### config.mk
export PLATFORM = sky130hd
export DESIGN_NAME = ncr_node_regs
export DESIGN_NICKNAME = d
export VERILOG_FILES = /design/src/hdl/ncr_pkg.sv /design/src/hdl/ncr_node_regs.sv /design/src/hdl/ncr_route.sv
export VERILOG_INCLUDE_DIRS = /design/src /design/src/hdl
export SDC_FILE = /design/constraint.sdc
export NUM_CORES = 1
export LEC_CHECK = 0
export ABC_AREA = 1
export BUFFER_PORTS_ARGS = -buffer_cell sky130_fd_sc_hd__buf_4
export CORE_ASPECT_RATIO = 1.25
export CORE_MARGIN = 8
export CORE_UTILIZATION = 45
export CTS_CLUSTER_DIAMETER = 200
export CTS_CLUSTER_SIZE = 24
export DETAILED_ROUTE_END_ITERATION = 10
export GPL_ROUTABILITY_DRIVEN = 0
export PLACE_DENSITY_LB_ADDON = 0.1
export SYNTH_ARGS = -nofsm -noshare
export SYNTH_HDL_FRONTEND = slang
export SYNTH_SLANG_ARGS = --single-unit
### constraint.sdc
create_clock -name ref_clk_in -period 14.1 [get_ports ref_clk_in]
set_clock_uncertainty 0.15 [all_clocks]
set_input_delay 0.705 -clock ref_clk_in [delete_from_list [all_inputs] [get_ports ref_clk_in]]
set_output_delay 0.705 -clock ref_clk_in [all_outputs]
set_load 0.02 [all_outputs]
### src/hdl/ncr_map.svh
`ifndef NCR_MAP_SVH
`define NCR_MAP_SVH
// ---------------------------------------------------------------
// Register numbers
// ---------------------------------------------------------------
`define NCR_REG_IDENT      8'h00
`define NCR_REG_SWDESC     8'h01
`define NCR_REG_SWCFG      8'h04
`define NCR_REG_NODEID     8'h05
`define NCR_REG_PLL        8'h06
`define NCR_REG_SWCLK      8'h07
`define NCR_REG_REFCLK     8'h08
`define NCR_REG_SCANID     8'h09
`define NCR_REG_USER       8'h0A
`define NCR_REG_DIRLO      8'h0C
`define NCR_REG_DIRHI      8'h0D
`define NCR_REG_SPARE      8'h10
// ---------------------------------------------------------------
// Field positions
// ---------------------------------------------------------------
`define NCR_CFG_LOCK_ALL   31
`define NCR_CFG_LOCK_PLL   8
`define NCR_CFG_HDR1       0
`define NCR_PLL_NORST      31
`define NCR_PLL_NOWAIT     30
`define NCR_PLL_BYPASS     29
`define NCR_PLL_JTAGBOOT   28
`define NCR_PLL_MASK       32'hF39F_FF7F
`define NCR_CFG_MASK       32'h8000_0101
`define NCR_HALF_MASK      32'h0000_FFFF
`define NCR_SPARE_MASK     32'h0000_0003
// ---------------------------------------------------------------
// Reset values
// ---------------------------------------------------------------
`define NCR_CFG_RST        32'h0000_0000
`define NCR_NODEID_RST     16'h0000
`define NCR_PLL_RST        32'h0000_0000
`define NCR_SWCLK_RST      16'h0000
`define NCR_REFCLK_RST     16'h0003
`define NCR_DIR_RST        32'h0000_0000
`define NCR_SPARE_RST      2'h0
`endif

### src/hdl/ncr_pkg.sv
package ncr_pkg;
    // Decode result of a configuration transaction
    typedef enum logic [3:0]
    {
        NCR_ACC_NONE  = 4'h1,
        NCR_ACC_READ  = 4'h2,
        NCR_ACC_WRITE = 4'h4,
        NCR_ACC_BAD   = 4'h8
    } ncr_acc_t;
    typedef logic [3:0] ncr_dir_t;
endpackage : ncr_pkg

### src/hdl/ncr_node_regs.sv
// Functional notes
// - registers reached only by config read/write, register number decoded
// - identification bits 23:16 hold boot pins caught at power-on
// - switch description gives link and processor counts, read-only
// - lock bit 31 refuses writes to all switch control registers
// - bit 8 blocks writes to PLL settings register
// - config bit 0 selects one-byte headers, resets to zero
// - node identifier is writable 16 bits, reset zero
// - PLL write resets the tile unless suppressed
// - PLL write with bit 31 set applies without chip reset
// - PLL write bit 30 skips waiting for re-lock
// - PLL bit 29 bypasses the PLL
// - PLL bit 28 forces boot over the scan port
// - output divider bits 25:23 hold ratio minus one
// - feedback multiplier bits 20:8 hold ratio minus one
// - input divider bits 6:0 hold ratio minus one
// - switch clock divider bits 15:0 writable, reset zero
// - reference clock divider bits 15:0 writable, reset three
// - user code bits 31:18 from OTP, 17:0 metal ID
// - route by direction of most significant mismatching bit
// - low direction register, nibble k for dimension k
// - high direction register for dimensions 8 to 15
`timescale 1ns/1ps
`default_nettype none
`include "ncr_map.svh"
module ncr_node_regs
    import ncr_pkg::*;
#(
    parameter logic [7:0]  SW_VERSION   = 8'h01,
    parameter logic [7:0]  SW_REVISION  = 8'h00,
    parameter logic [7:0]  NUM_LINKS    = 8'h08,
    parameter logic [7:0]  NUM_SW_PROCS = 8'h02,
    parameter logic [7:0]  NUM_DEV_PROCS = 8'h02,
    // Arbitrary identification value
    parameter logic [31:0] SCAN_ID      = 32'h0000_1001
)
(
    input  wire logic        ref_clk_in,
    input  wire logic        resetn_in,
    input  wire logic        cfg_valid_in,
    input  wire logic        cfg_write_in,
    input  wire logic [7:0]  cfg_regnum_in,
    input  wire logic [31:0] cfg_wdata_in,
    output logic             cfg_ack_out,
    output logic [31:0]      cfg_rdata_out,
    input  wire logic [7:0]  boot_select_pins_in,
    input  wire logic [13:0] otp_user_code_in,
    input  wire logic [17:0] metal_id_in,
    output logic             header_one_byte_out,
    output logic [15:0]      node_id_out,
    output logic             tile_reset_out,
    output logic             pll_relock_wait_out,
    output logic             pll_bypass_out,
    output logic             boot_from_jtag_out,
    output logic [2:0]       pll_out_div_out,
    output logic [12:0]      pll_fb_mult_out,
    output logic [6:0]       pll_in_div_out,
    output logic [15:0]      switch_clk_div_out,
    output logic [15:0]      ref_clk_div_out,
    output logic [1:0]       spare_bits_out,
    input  wire logic        route_req_in,
    input  wire logic [15:0] route_dest_in,
    output logic             route_valid_out,
    output logic             route_local_out,
    output ncr_dir_t         route_dir_out
);
    // ---------------------------------------------------------------
    // Decode helper
    // ---------------------------------------------------------------
    function automatic logic hit(input logic [7:0] num,
                                 input logic [7:0] off);
        hit = (num == off);
    endfunction : hit

    logic        rst_meta_r;
    logic        rst_n_r;
    logic [7:0]  boot_s1_r, boot_s2_r, boot_s3_r;
    logic [2:0]  boot_fill_r;
    logic [7:0]  boot_cap_r;
    logic        boot_done_r;
    logic [31:0] cfg_r;
    logic [15:0] node_id_r;
    logic [31:0] pll_r;
    logic [15:0] swclk_r;
    logic [15:0] refclk_r;
    logic [31:0] dir_lo_r;
    logic [31:0] dir_hi_r;
    logic [1:0]  spare_r;
    logic        tile_rst_r, relock_r;
    logic        ack_r;
    logic [31:0] rdata_r;
    logic [31:0] rdata_nxt;
    ncr_acc_t    acc;
    logic        wr_ok, pll_wr;

    // ---------------------------------------------------------------
    // Reset release
    // ---------------------------------------------------------------
    // Two stages so the release edge never lands mid-setup
    always_ff @(posedge ref_clk_in or negedge resetn_in)
    begin
        if (!resetn_in)
        begin
            rst_meta_r <= 1'b0;
            rst_n_r    <= 1'b0;
        end
        else
        begin
            rst_meta_r <= 1'b1;
            rst_n_r    <= rst_meta_r;
        end
    end

    // ---------------------------------------------------------------
    // Boot pin capture
    // ---------------------------------------------------------------
    // Pins are asynchronous; three stages, stable when 2 and 3 agree
    always_ff @(posedge ref_clk_in or negedge rst_n_r)
    begin
        if (!rst_n_r)
        begin
            boot_s1_r <= 8'h00;
            boot_s2_r <= 8'h00;
            boot_s3_r <= 8'h00;
            boot_fill_r <= 3'h0; // Stages hold reset zeros, not pins
        end
        else
        begin
            boot_s1_r <= boot_select_pins_in;
            boot_s2_r <= boot_s1_r;
            boot_s3_r <= boot_s2_r;
            boot_fill_r <= {boot_fill_r[1:0], 1'b1};
        end
    end

    always_ff @(posedge ref_clk_in or negedge rst_n_r)
    begin
        if (!rst_n_r)
        begin
            boot_cap_r  <= 8'h00;
            boot_done_r <= 1'b0;
        end
        else if (!boot_done_r && boot_fill_r[2] && boot_s2_r == boot_s3_r)
        begin
            boot_cap_r  <= boot_s3_r;
            boot_done_r <= 1'b1;
        end
    end

    // ---------------------------------------------------------------
    // Transaction decode
    // ---------------------------------------------------------------
    // only config transactions reach the bank
    always_comb
    begin
        if (!cfg_valid_in)
            acc = NCR_ACC_NONE;
        else if (cfg_write_in)
            acc = NCR_ACC_WRITE;
        else
            acc = NCR_ACC_READ;
    end

    assign wr_ok  = (acc == NCR_ACC_WRITE) && !cfg_r[`NCR_CFG_LOCK_ALL];
    // PLL write blocked by its own lock
    assign pll_wr = wr_ok && hit(cfg_regnum_in, `NCR_REG_PLL)
                    && !cfg_r[`NCR_CFG_LOCK_PLL];

    // ---------------------------------------------------------------
    // Writable registers
    // ---------------------------------------------------------------
    // header mode and locks; reserved bits masked
    always_ff @(posedge ref_clk_in or negedge rst_n_r)
    begin
        if (!rst_n_r)
            cfg_r <= `NCR_CFG_RST;
        else if (wr_ok && hit(cfg_regnum_in, `NCR_REG_SWCFG))
            cfg_r <= cfg_wdata_in & `NCR_CFG_MASK;
    end

    always_ff @(posedge ref_clk_in or negedge rst_n_r)
    begin
        if (!rst_n_r)
            node_id_r <= `NCR_NODEID_RST;
        else if (wr_ok && hit(cfg_regnum_in, `NCR_REG_NODEID))
            node_id_r <= cfg_wdata_in[15:0];
    end

    // fields stored as ratio minus one
    always_ff @(posedge ref_clk_in or negedge rst_n_r)
    begin
        if (!rst_n_r)
            pll_r <= `NCR_PLL_RST;
        else if (pll_wr)
            pll_r <= cfg_wdata_in & `NCR_PLL_MASK;
    end

    always_ff @(posedge ref_clk_in or negedge rst_n_r)
    begin
        if (!rst_n_r)
        begin
            swclk_r  <= `NCR_SWCLK_RST;
            refclk_r <= `NCR_REFCLK_RST;
        end
        else
        begin
            if (wr_ok && hit(cfg_regnum_in, `NCR_REG_SWCLK))
                swclk_r <= cfg_wdata_in[15:0];
            if (wr_ok && hit(cfg_regnum_in, `NCR_REG_REFCLK))
                refclk_r <= cfg_wdata_in[15:0];
        end
    end

    always_ff @(posedge ref_clk_in or negedge rst_n_r)
    begin
        if (!rst_n_r)
        begin
            dir_lo_r <= `NCR_DIR_RST;
            dir_hi_r <= `NCR_DIR_RST;
            spare_r  <= `NCR_SPARE_RST;
        end
        else
        begin
            if (wr_ok && hit(cfg_regnum_in, `NCR_REG_DIRLO))
                dir_lo_r <= cfg_wdata_in;
            if (wr_ok && hit(cfg_regnum_in, `NCR_REG_DIRHI))
                dir_hi_r <= cfg_wdata_in;
            if (wr_ok && hit(cfg_regnum_in, `NCR_REG_SPARE))
                spare_r <= cfg_wdata_in[1:0];
        end
    end

    // ---------------------------------------------------------------
    // PLL write side effects
    // ---------------------------------------------------------------
    // pulses unless suppressed or skipped
    always_ff @(posedge ref_clk_in or negedge rst_n_r)
    begin
        if (!rst_n_r)
        begin
            tile_rst_r <= 1'b0;
            relock_r   <= 1'b0;
        end
        else
        begin
            tile_rst_r <= pll_wr && !cfg_wdata_in[`NCR_PLL_NORST];
            relock_r   <= pll_wr && !cfg_wdata_in[`NCR_PLL_NOWAIT];
        end
    end

    // ---------------------------------------------------------------
    // Read mux and answer
    // ---------------------------------------------------------------
    // read-only words, reserved bits zero
    always_comb
    begin
        unique case (cfg_regnum_in)
            `NCR_REG_IDENT:  rdata_nxt = {8'h00, boot_cap_r,
                                          SW_REVISION, SW_VERSION};
            `NCR_REG_SWDESC: rdata_nxt = {8'h00, NUM_LINKS,
                                          NUM_SW_PROCS, NUM_DEV_PROCS};
            `NCR_REG_SWCFG:  rdata_nxt = cfg_r;
            `NCR_REG_NODEID: rdata_nxt = {16'h0000, node_id_r};
            `NCR_REG_PLL:    rdata_nxt = pll_r;
            `NCR_REG_SWCLK:  rdata_nxt = {16'h0000, swclk_r};
            `NCR_REG_REFCLK: rdata_nxt = {16'h0000, refclk_r};
            `NCR_REG_SCANID: rdata_nxt = SCAN_ID;
            `NCR_REG_USER:   rdata_nxt = {otp_user_code_in, metal_id_in};
            `NCR_REG_DIRLO:  rdata_nxt = dir_lo_r;
            `NCR_REG_DIRHI:  rdata_nxt = dir_hi_r;
            `NCR_REG_SPARE:  rdata_nxt = {30'h0000_0000, spare_r};
            default:         rdata_nxt = 32'h0000_0000;
        endcase
    end

    // every transaction answered one cycle later, no error
    always_ff @(posedge ref_clk_in or negedge rst_n_r)
    begin
        if (!rst_n_r)
        begin
            ack_r   <= 1'b0;
            rdata_r <= 32'h0000_0000;
        end
        else
        begin
            ack_r <= cfg_valid_in;
            if (acc == NCR_ACC_READ)
                rdata_r <= rdata_nxt;
        end
    end

    // ---------------------------------------------------------------
    // Outputs
    // ---------------------------------------------------------------
    assign cfg_ack_out         = ack_r;
    assign cfg_rdata_out       = rdata_r;
    assign header_one_byte_out = cfg_r[`NCR_CFG_HDR1];
    assign node_id_out         = node_id_r;
    assign tile_reset_out      = tile_rst_r;
    assign pll_relock_wait_out = relock_r;
    // bypass straight from the stored bit
    assign pll_bypass_out      = pll_r[`NCR_PLL_BYPASS];
    assign boot_from_jtag_out  = pll_r[`NCR_PLL_JTAGBOOT];
    assign pll_out_div_out     = pll_r[25:23];
    assign pll_fb_mult_out     = pll_r[20:8];
    assign pll_in_div_out      = pll_r[6:0];
    assign switch_clk_div_out  = swclk_r;
    assign ref_clk_div_out     = refclk_r;
    assign spare_bits_out      = spare_r;

    // Routing lookup on the live tables
    ncr_route u_route
    (
        .ref_clk_in (ref_clk_in),
        .rst_n_in   (rst_n_r),
        .req_in     (route_req_in),
        .dest_in    (route_dest_in),
        .node_id_in (node_id_r),
        .dir_lo_in  (dir_lo_r),
        .dir_hi_in  (dir_hi_r),
        .valid_out  (route_valid_out),
        .local_out  (route_local_out),
        .dir_out    (route_dir_out)
    );
endmodule : ncr_node_regs
`default_nettype wire

### src/hdl/ncr_route.sv
`timescale 1ns/1ps
`default_nettype none
module ncr_route
    import ncr_pkg::*;
(
    input  wire logic        ref_clk_in,
    input  wire logic        rst_n_in,
    input  wire logic        req_in,
    input  wire logic [15:0] dest_in,
    input  wire logic [15:0] node_id_in,
    input  wire logic [31:0] dir_lo_in,
    input  wire logic [31:0] dir_hi_in,
    output logic             valid_out,
    output logic             local_out,
    output ncr_dir_t         dir_out
);
    logic [15:0] diff;
    logic [3:0]  dim;
    logic [63:0] table_w;

    // ---------------------------------------------------------------
    // Most significant mismatching bit picks the dimension
    // ---------------------------------------------------------------
    assign diff    = dest_in ^ node_id_in;
    assign table_w = {dir_hi_in, dir_lo_in};
    always_comb
    begin
        dim = 4'h0;
        for (int i = 0; i < 16; i++)
        begin
            if (diff[i])
                dim = 4'(i);
        end
    end

    always_ff @(posedge ref_clk_in or negedge rst_n_in)
    begin
        if (!rst_n_in)
        begin
            valid_out <= 1'b0;
            local_out <= 1'b0;
            dir_out   <= 4'h0;
        end
        else
        begin
            valid_out <= req_in;
            local_out <= (diff == 16'h0000);
            dir_out   <= table_w[{dim, 2'b00} +: 4];
        end
    end
endmodule : ncr_route
`default_nettype wire

==> flow_metrics.py, run 1 <==
metrics = {
    "logic_synthesis": {
        "synth_ff_type": "dfrtp_1",
        "synth_edf_count": 0,
        "synth-simple-area-share_pct": 19.3,
        "synthesis.area_mm2": 0.0102,
        "synth_mux_area_share_pct": 0.441,
        "seq_area_frac_synth_pct": 54.7,
        "synthTopCellsByArea": "dfrtp_1, nand2_1, o21ai_0",
        "synth_top_family_by_area": "simple AND/OR/NAND/NOR gates",
        "ys_seq_elements": 223,
        "avgSynthCellArea_um2": 8.60,
        "synth_top_area_share_pct": 54.2,
        "synthAdderAreaFrac_pct": 0,
        "yosysWarnings": 0,
        "synth_top_area_cell": "dfrtp_1",
        "synth_compound_area_share_pct": 15.7,
        "synthMostInstantiatedCell": "nand2_1",
        "synth_xor_area_share_pct": 1.45,
        "ys_top_cells_by_count": "nand2_1, dfrtp_1, o21ai_0",
        "ys_types": 37,
        "synth_cells": 1187,
        "async_reset_ff_share_pct": 100,
    },
    "worst_setup_path": {
        "reg2reg_slack_ps": 11180,
        "worst-endpoint-arrival_ps": 3140,
        "r2r-start": "node_id_out[15]",
        "path_max_fanout": 34,
        "regToRegEndpoint": "u_route.dir_out[0]",
        "worstPathRequired_ps": 14320,
        "r2r_cells": 9,
        "crit_type": "flop to flop",
        "critPathCaptureType": "flop",
        "cp-start-kind": "flop",
    },
    "min_path": {
        "hold-path-endpoint": "boot_s1_r[1]",
        "hp-class": "input port to flop",
        "hold_start": "boot_select_pins_in[1]",
        "min_path_cells": 1,
    },
    "timing": {
        "hold_viol_final": 0,
        "fin_crit_ps": 2920,
        "rsz0062_at_grt": "false",
        "finalSetupViolCount": 0,
        "fin_crit_sh_pct": 20.7,
        "tightest_slew_ps": 1150,
        "fmax_mhz": 343,
        "setup_tns_ps": 0,
        "final_max_slew_viol_count": 0,
        "maxSlewHeadroom_pct": 23.0,
    },
    "clocking": {
        "cts_inserted_buffers": 13,
        "path_clk_slew_ps": 100,
        "cts_root_buffer": "clkbuf_16",
        "cts_tree": "built",
        "htreeDepth": 1,
        "insertion_delay_ps": 500,
        "cts.sink_count": 223,
        "clock_path_buffers": 3,
    },
    "power": {
        "p_int_uw": 881,
        "p_comb_share_pct": 9.7,
        "switching_share_pct": 25.7,
        "power_frac_seq_pct": 57.1,
        "power_leakage_uw": 0.00618,
        "irDropWorstVdd_uv": 90.3,
        "p_switching_uw": 305,
        "p_per_area_mw_per_mm2": 96.6,
        "clkPwrFrac_pct": 33.2,
    },
    "global_routing": {
        "grt_pass1_wl_um": 49000,
        "grt_max_degree": 84,
        "grt_usage_pct": 22.7,
        "gr-total-overflow": 0,
        "antenna_found_initial": 1,
        "grt_pass1_vias": 8634,
    },
    "die": {
        "design.core.area_mm2": 0.0223,
        "die_y_um": 184,
        "num_io_pins": 218,
        "die_w_um": 151,
        "start_util_pct": 45.8,
        "core.rowCount": 61,
        "die_area_mm2": 0.0278,
    },
    "placed_design": {
        "hpwl_um": 22600,
        "place_inst": 1622,
        "numPortBuffers": 217,
    },
    "final_layout": {
        "drive_above_1_share_pct": 19.9,
        "areaGrowthSynthToFinish_pct": 20.3,
        "fin_nets": 1456,
        "final_util_pct": 55.1,
        "final_cells": 1643,
    },
    "drt": {
        "vias": 8791,
        "wl_um": 31700,
        "final_antenna_net_count": 0,
        "routedWlPerCell_um": 19.3,
        "viasPerCell": 5.35,
        "drt-initial-drc-count": 578,
        "route.detailed.drc": 0,
        "dr.pass1.iters": 8,
    },
    "run": {
        "maxCapViolCount": 0,
    },
    "run_status": {
        "status": "finished clean",
    },
}
layer usage:
layer	vias to the layer above	part of all wire, %	global-route usage (%)
li1	4218	-	-
met1	4238	42	29.3
met2	289	49	38.6
met3	46	6.2	3.51
met4	0	2.6	6.70
met5	-	0	0
area by class of cell:
type / instances / area, µm²
timing repair buffer: 232 / 1740
fill: 2143 / 10000
clock inverter: 2 / 28.8
clock buffer: 17 / 340
tap: 283 / 354
inverter: 113 / 424
sequential: 223 / 5590
antenna: 1 / 2.50
multi-input combinational: 772 / 3790
through the flow:
step | hold slack (ps) | cell area [µm²] | total power, µW | setup WS (ps)
after floorplan | 181 | 10200 | 749 | 7280
after global routing | 158 | 12300 | 1230 | 10930
final | 181 | 12300 | 1190 | 11180
after detailed placement | 185 | 11900 | 805 | 10710
after global placement | 181 | 11900 | 803 | 10720
after CTS | 166 | 12300 | 1200 | 11200
cell usage in the layout (no fill, tap or decap), drive strengths merged, types with 3 or more instances in the layout:
cell type and count:
nand3b 4, xnor2 11, nand2 343, a221oi 34, nor2 43, a21oi 24, xor2 5, a31oi 8
clkbuf 17, nand4 3, o21ai 164, nor3 7, nand3 80, a22o 13, a21o 15, inv 114
buf 231, dfrtp 221, o211ai 3, mux2 4
repair_timing:
item | CTS | global route
hold buffers | 1 | 0
gates resized for setup | 0 | 0
endpoints found under the setup margin | 0 | 0
hold endpoints to repair | 2 | 0
setup buffers | 0 | 0
power groups by stage:
stage	Combinational [µW]	Clock [µW]	Sequential (µW)
after global placement	114	0	689
after floorplan	51.7	0	698
after CTS	116	405	677
final	115	394	677
after detailed placement	116	0	689
after global routing	127	428	680
logic make-up (layout without fill, tap and decap cells):
| logic type | after synthesis | in the layout |
|---|---|---|
| flops | 223 | 223 |
| xor+xnor | 16 | 16 |
| simple gates | 481 | 481 |
| compound gates | 269 | 269 |
| mux | 4 | 4 |
| other cells | 1 | 3 |
| buf+inv | 193 | 364 |
how the worst max path moves through the flow:
stage / startpoint / to / depth (start not counted)
floorplan: rst_n_r / boot_cap_r[0] / 0
global placement: cfg_regnum_in[7] / dir_lo_r[30] / 11
detailed placement: cfg_regnum_in[7] / dir_lo_r[23] / 11
CTS: cfg_regnum_in[7] / dir_lo_r[23] / 11
global route: cfg_regnum_in[4] / dir_lo_r[28] / 12
finish: node_id_out[15] / u_route.dir_out[0] / 9
state kept, by name, indices dropped and copies added (netlist names), 2 cells and up:
register,cells
boot_cap_r,8
boot_fill_r,3
boot_s1_r,8
boot_s2_r,8
boot_s3_r,8
cfg_r,3
cfg_rdata_out,32
dir_hi_r,32
dir_lo_r,32
node_id_out,16
pll_r,27
ref_clk_div_out,16
spare_bits_out,2
switch_clk_div_out,16
u_route.dir_out,4
worst max-delay path, cell delays in order (launching register included):
cell,delay (ps)
dfrtp_1,480
xnor2_2,170
buf_4,360
nand2_1,150
a21oi_2,620
inv_2,320
nand3_1,200
nand3_1,140
nand3_1,120
nand2_1,90
No activity file was read; power rests on OpenSTA's default activity.
==> run 2, diff against run 1 <==
==> constraint.sdc (replaced) <==
create_clock -name ref_clk_in -period 2.4 [get_ports ref_clk_in]
set_clock_uncertainty 0.15 [all_clocks]
set_input_delay 0.12 -clock ref_clk_in [delete_from_list [all_inputs] [get_ports ref_clk_in]]
set_output_delay 0.12 -clock ref_clk_in [all_outputs]
set_load 0.02 [all_outputs]
==> flow_metrics.py, run 2 (synthesis gave the netlist of run 1 again) <==
metrics = {
    "run_status": {
        "status": "complete, but fails checks",
        "violations": "hold timing",
    },
    "worst_setup_path": {
        "critPathCaptureType": "flop",
        "cp-start-kind": "flop",
        "worst-endpoint-arrival_ps": 2620,
        "regToRegEndpoint": "u_route.dir_out[2]",
        "worstPathRequired_ps": 2640,
        "crit_type": "flop to flop",
        "r2r_cells": 19,
        "setup.worst_path.end": "u_route.dir_out[2]",
        "reg2reg_slack_ps": 20,
        "r2r-start": "node_id_out[3]",
        "path_max_fanout": 7,
        "cp-startpoint": "node_id_out[3]",
    },
    "clocking": {
        "path_clk_slew_ps": 110,
        "clock_path_buffers": 3,
        "post-cts-setup-buffer-count": 0,
        "cts.sink_count": 223,
        "cts_tree": "built",
        "htreeDepth": 1,
        "cts_inserted_buffers": 13,
        "cts_root_buffer": "clkbuf_16",
        "insertion_delay_ps": 500,
    },
    "die": {
        "die_w_um": 151,
        "start_util_pct": 45.8,
        "design.core.area_mm2": 0.0223,
        "num_io_pins": 218,
        "core.rowCount": 61,
        "die_area_mm2": 0.0278,
        "die_y_um": 184,
    },
    "drt": {
        "dr.pass1.iters": 5,
        "vias": 9389,
        "route.detailed.drc": 0,
        "routedWlPerCell_um": 19.1,
        "viasPerCell": 5.32,
        "wl_um": 33700,
        "final_antenna_net_count": 0,
        "drt-initial-drc-count": 681,
    },
    "final_layout": {
        "n_fill_cell": 1995,
        "drive_above_1_share_pct": 22.4,
        "fin_nets": 1577,
        "antenna_cells": 0,
        "final_common_cell": "nand2_1",
        "final_area_mm2": 0.0137,
        "layout_common_cells": "nand2_1, buf_4, dfrtp_1",
        "areaGrowthSynthToFinish_pct": 34.7,
    },
    "timing": {
        "tightest_slew_ps": 572,
        "whs_ps": -6.22,
        "fin_crit_ps": 2380,
        "fmax_mhz": 421,
        "finalSetupViolCount": 0,
        "rsz0062_at_grt": "true",
        "hold_viol_final": 1,
        "final_max_slew_viol_count": 0,
        "maxSlewHeadroom_pct": 61.9,
        "fin_crit_sh_pct": 99.0,
    },
    "global_routing": {
        "grt_pass1_wl_um": 51400,
        "grt_pass1_vias": 9249,
        "antenna_found_initial": 0,
        "grt_usage_pct": 23.7,
        "grt_max_degree": 55,
        "gr-total-overflow": 0,
    },
    "placed_design": {
        "numPortBuffers": 217,
        "place_area_mm2": 0.0123,
        "hpwl_um": 24200,
    },
    "power": {
        "irDropWorstVdd_uv": 730,
        "power_leakage_uw": 0.00684,
        "p_per_area_mw_per_mm2": 523,
        "fin_total_pwr_uw": 7190,
    },
    "min_path": {
        "hp-class": "input port to flop",
    },
    "run": {
        "maxCapViolCount": 0,
    },
}
run 2: cell count changes in the layout (fill, tap and decap cells not counted), moves of 3 or more:
cell	before	now
buf_12	0	13
buf_4	231	252
clkbuf_16	13	16
dlygate4sd3_1	1	80
nand2_1	338	332
nand2_2	3	8
nand2_8	0	3
nand3_1	79	68
nand3_2	1	12
run 2: where the power goes:
part | internal, µW | switching, µW
combinational | 413 | 470
clock | 1040 | 1290
sequential | 3870 | 100
total | 5330 | 1860
run 2: through the flow:
stage	TNS [ps]	utilization, %	instances	setup WS [ps]
after global placement	0	55.2	1657	87.7
after floorplan	-1580	-	1188	-7.22
after global routing	-674	61.7	1764	-191
after detailed placement	0	55.2	1657	70.5
final	0	61.7	1764	24.0
after CTS	0	60.5	1757	44.0
run 2: per-layer routing:
metal,vias to the layer above,GRT usage (%),part of all wire [%]
li1,4460,-,-
met1,4525,31.1,41
met2,351,39.5,49
met3,53,4.29,7.2
met4,0,6.82,2.7
met5,-,0,0
run 2: worst min path at each step:
| stage | cells past startpoint | startpoint | to |
|---|---|---|---|
| 2_1_floorplan | 0 | resetn_in | rst_meta_r |
| 3_3_place_gp | 1 | resetn_in | rst_meta_r |
| 3_5_place_dp | 1 | resetn_in | rst_meta_r |
| 4_1_cts | 6 | cfg_regnum_in[2] | spare_bits_out[0] |
| 5_1_grt | 4 | otp_user_code_in[1] | cfg_rdata_out[19] |
| 6_report | 4 | otp_user_code_in[1] | cfg_rdata_out[19] |
run 2: cell type report:
| cell class | instances | area [µm²] | share of cell area (%) |
|---|---|---|---|
| clock inverter | 2 | 28.8 | 0.209 |
| clock buffer | 18 | 344 | 2.50 |
| sequential | 223 | 5590 | 40.7 |
| tap | 283 | 354 | 2.58 |
| inverter | 113 | 424 | 3.09 |
| multi-input combinational | 775 | 3950 | 28.7 |
| timing repair buffer | 350 | 3050 | 22.2 |
run 2: what timing repair did:
action / CTS / global route
setup endpoints to repair: 0 / 4
endpoints found under the hold margin: 188 / 0
gates resized for setup: 0 / 29
hold buffers: 80 / 0
run 2: worst max-delay path, stage by stage (launching register included):
cell       delay, ps
dfrtp_1          450
xnor2_2          190
nand2_1           70
nand2_1           70
nand2_1           50
nand2_1           60
nand2_1           50
nand2_1           50
nand2_1           50
nand2_1           80
nand2_2           60
nand2_2           90
nand2_4           80
nand2_8          180
clkbuf_16        180
nand3b_1          70
nand3_1           90
nand3_1           90
nand3_1           90
nand2_1           60
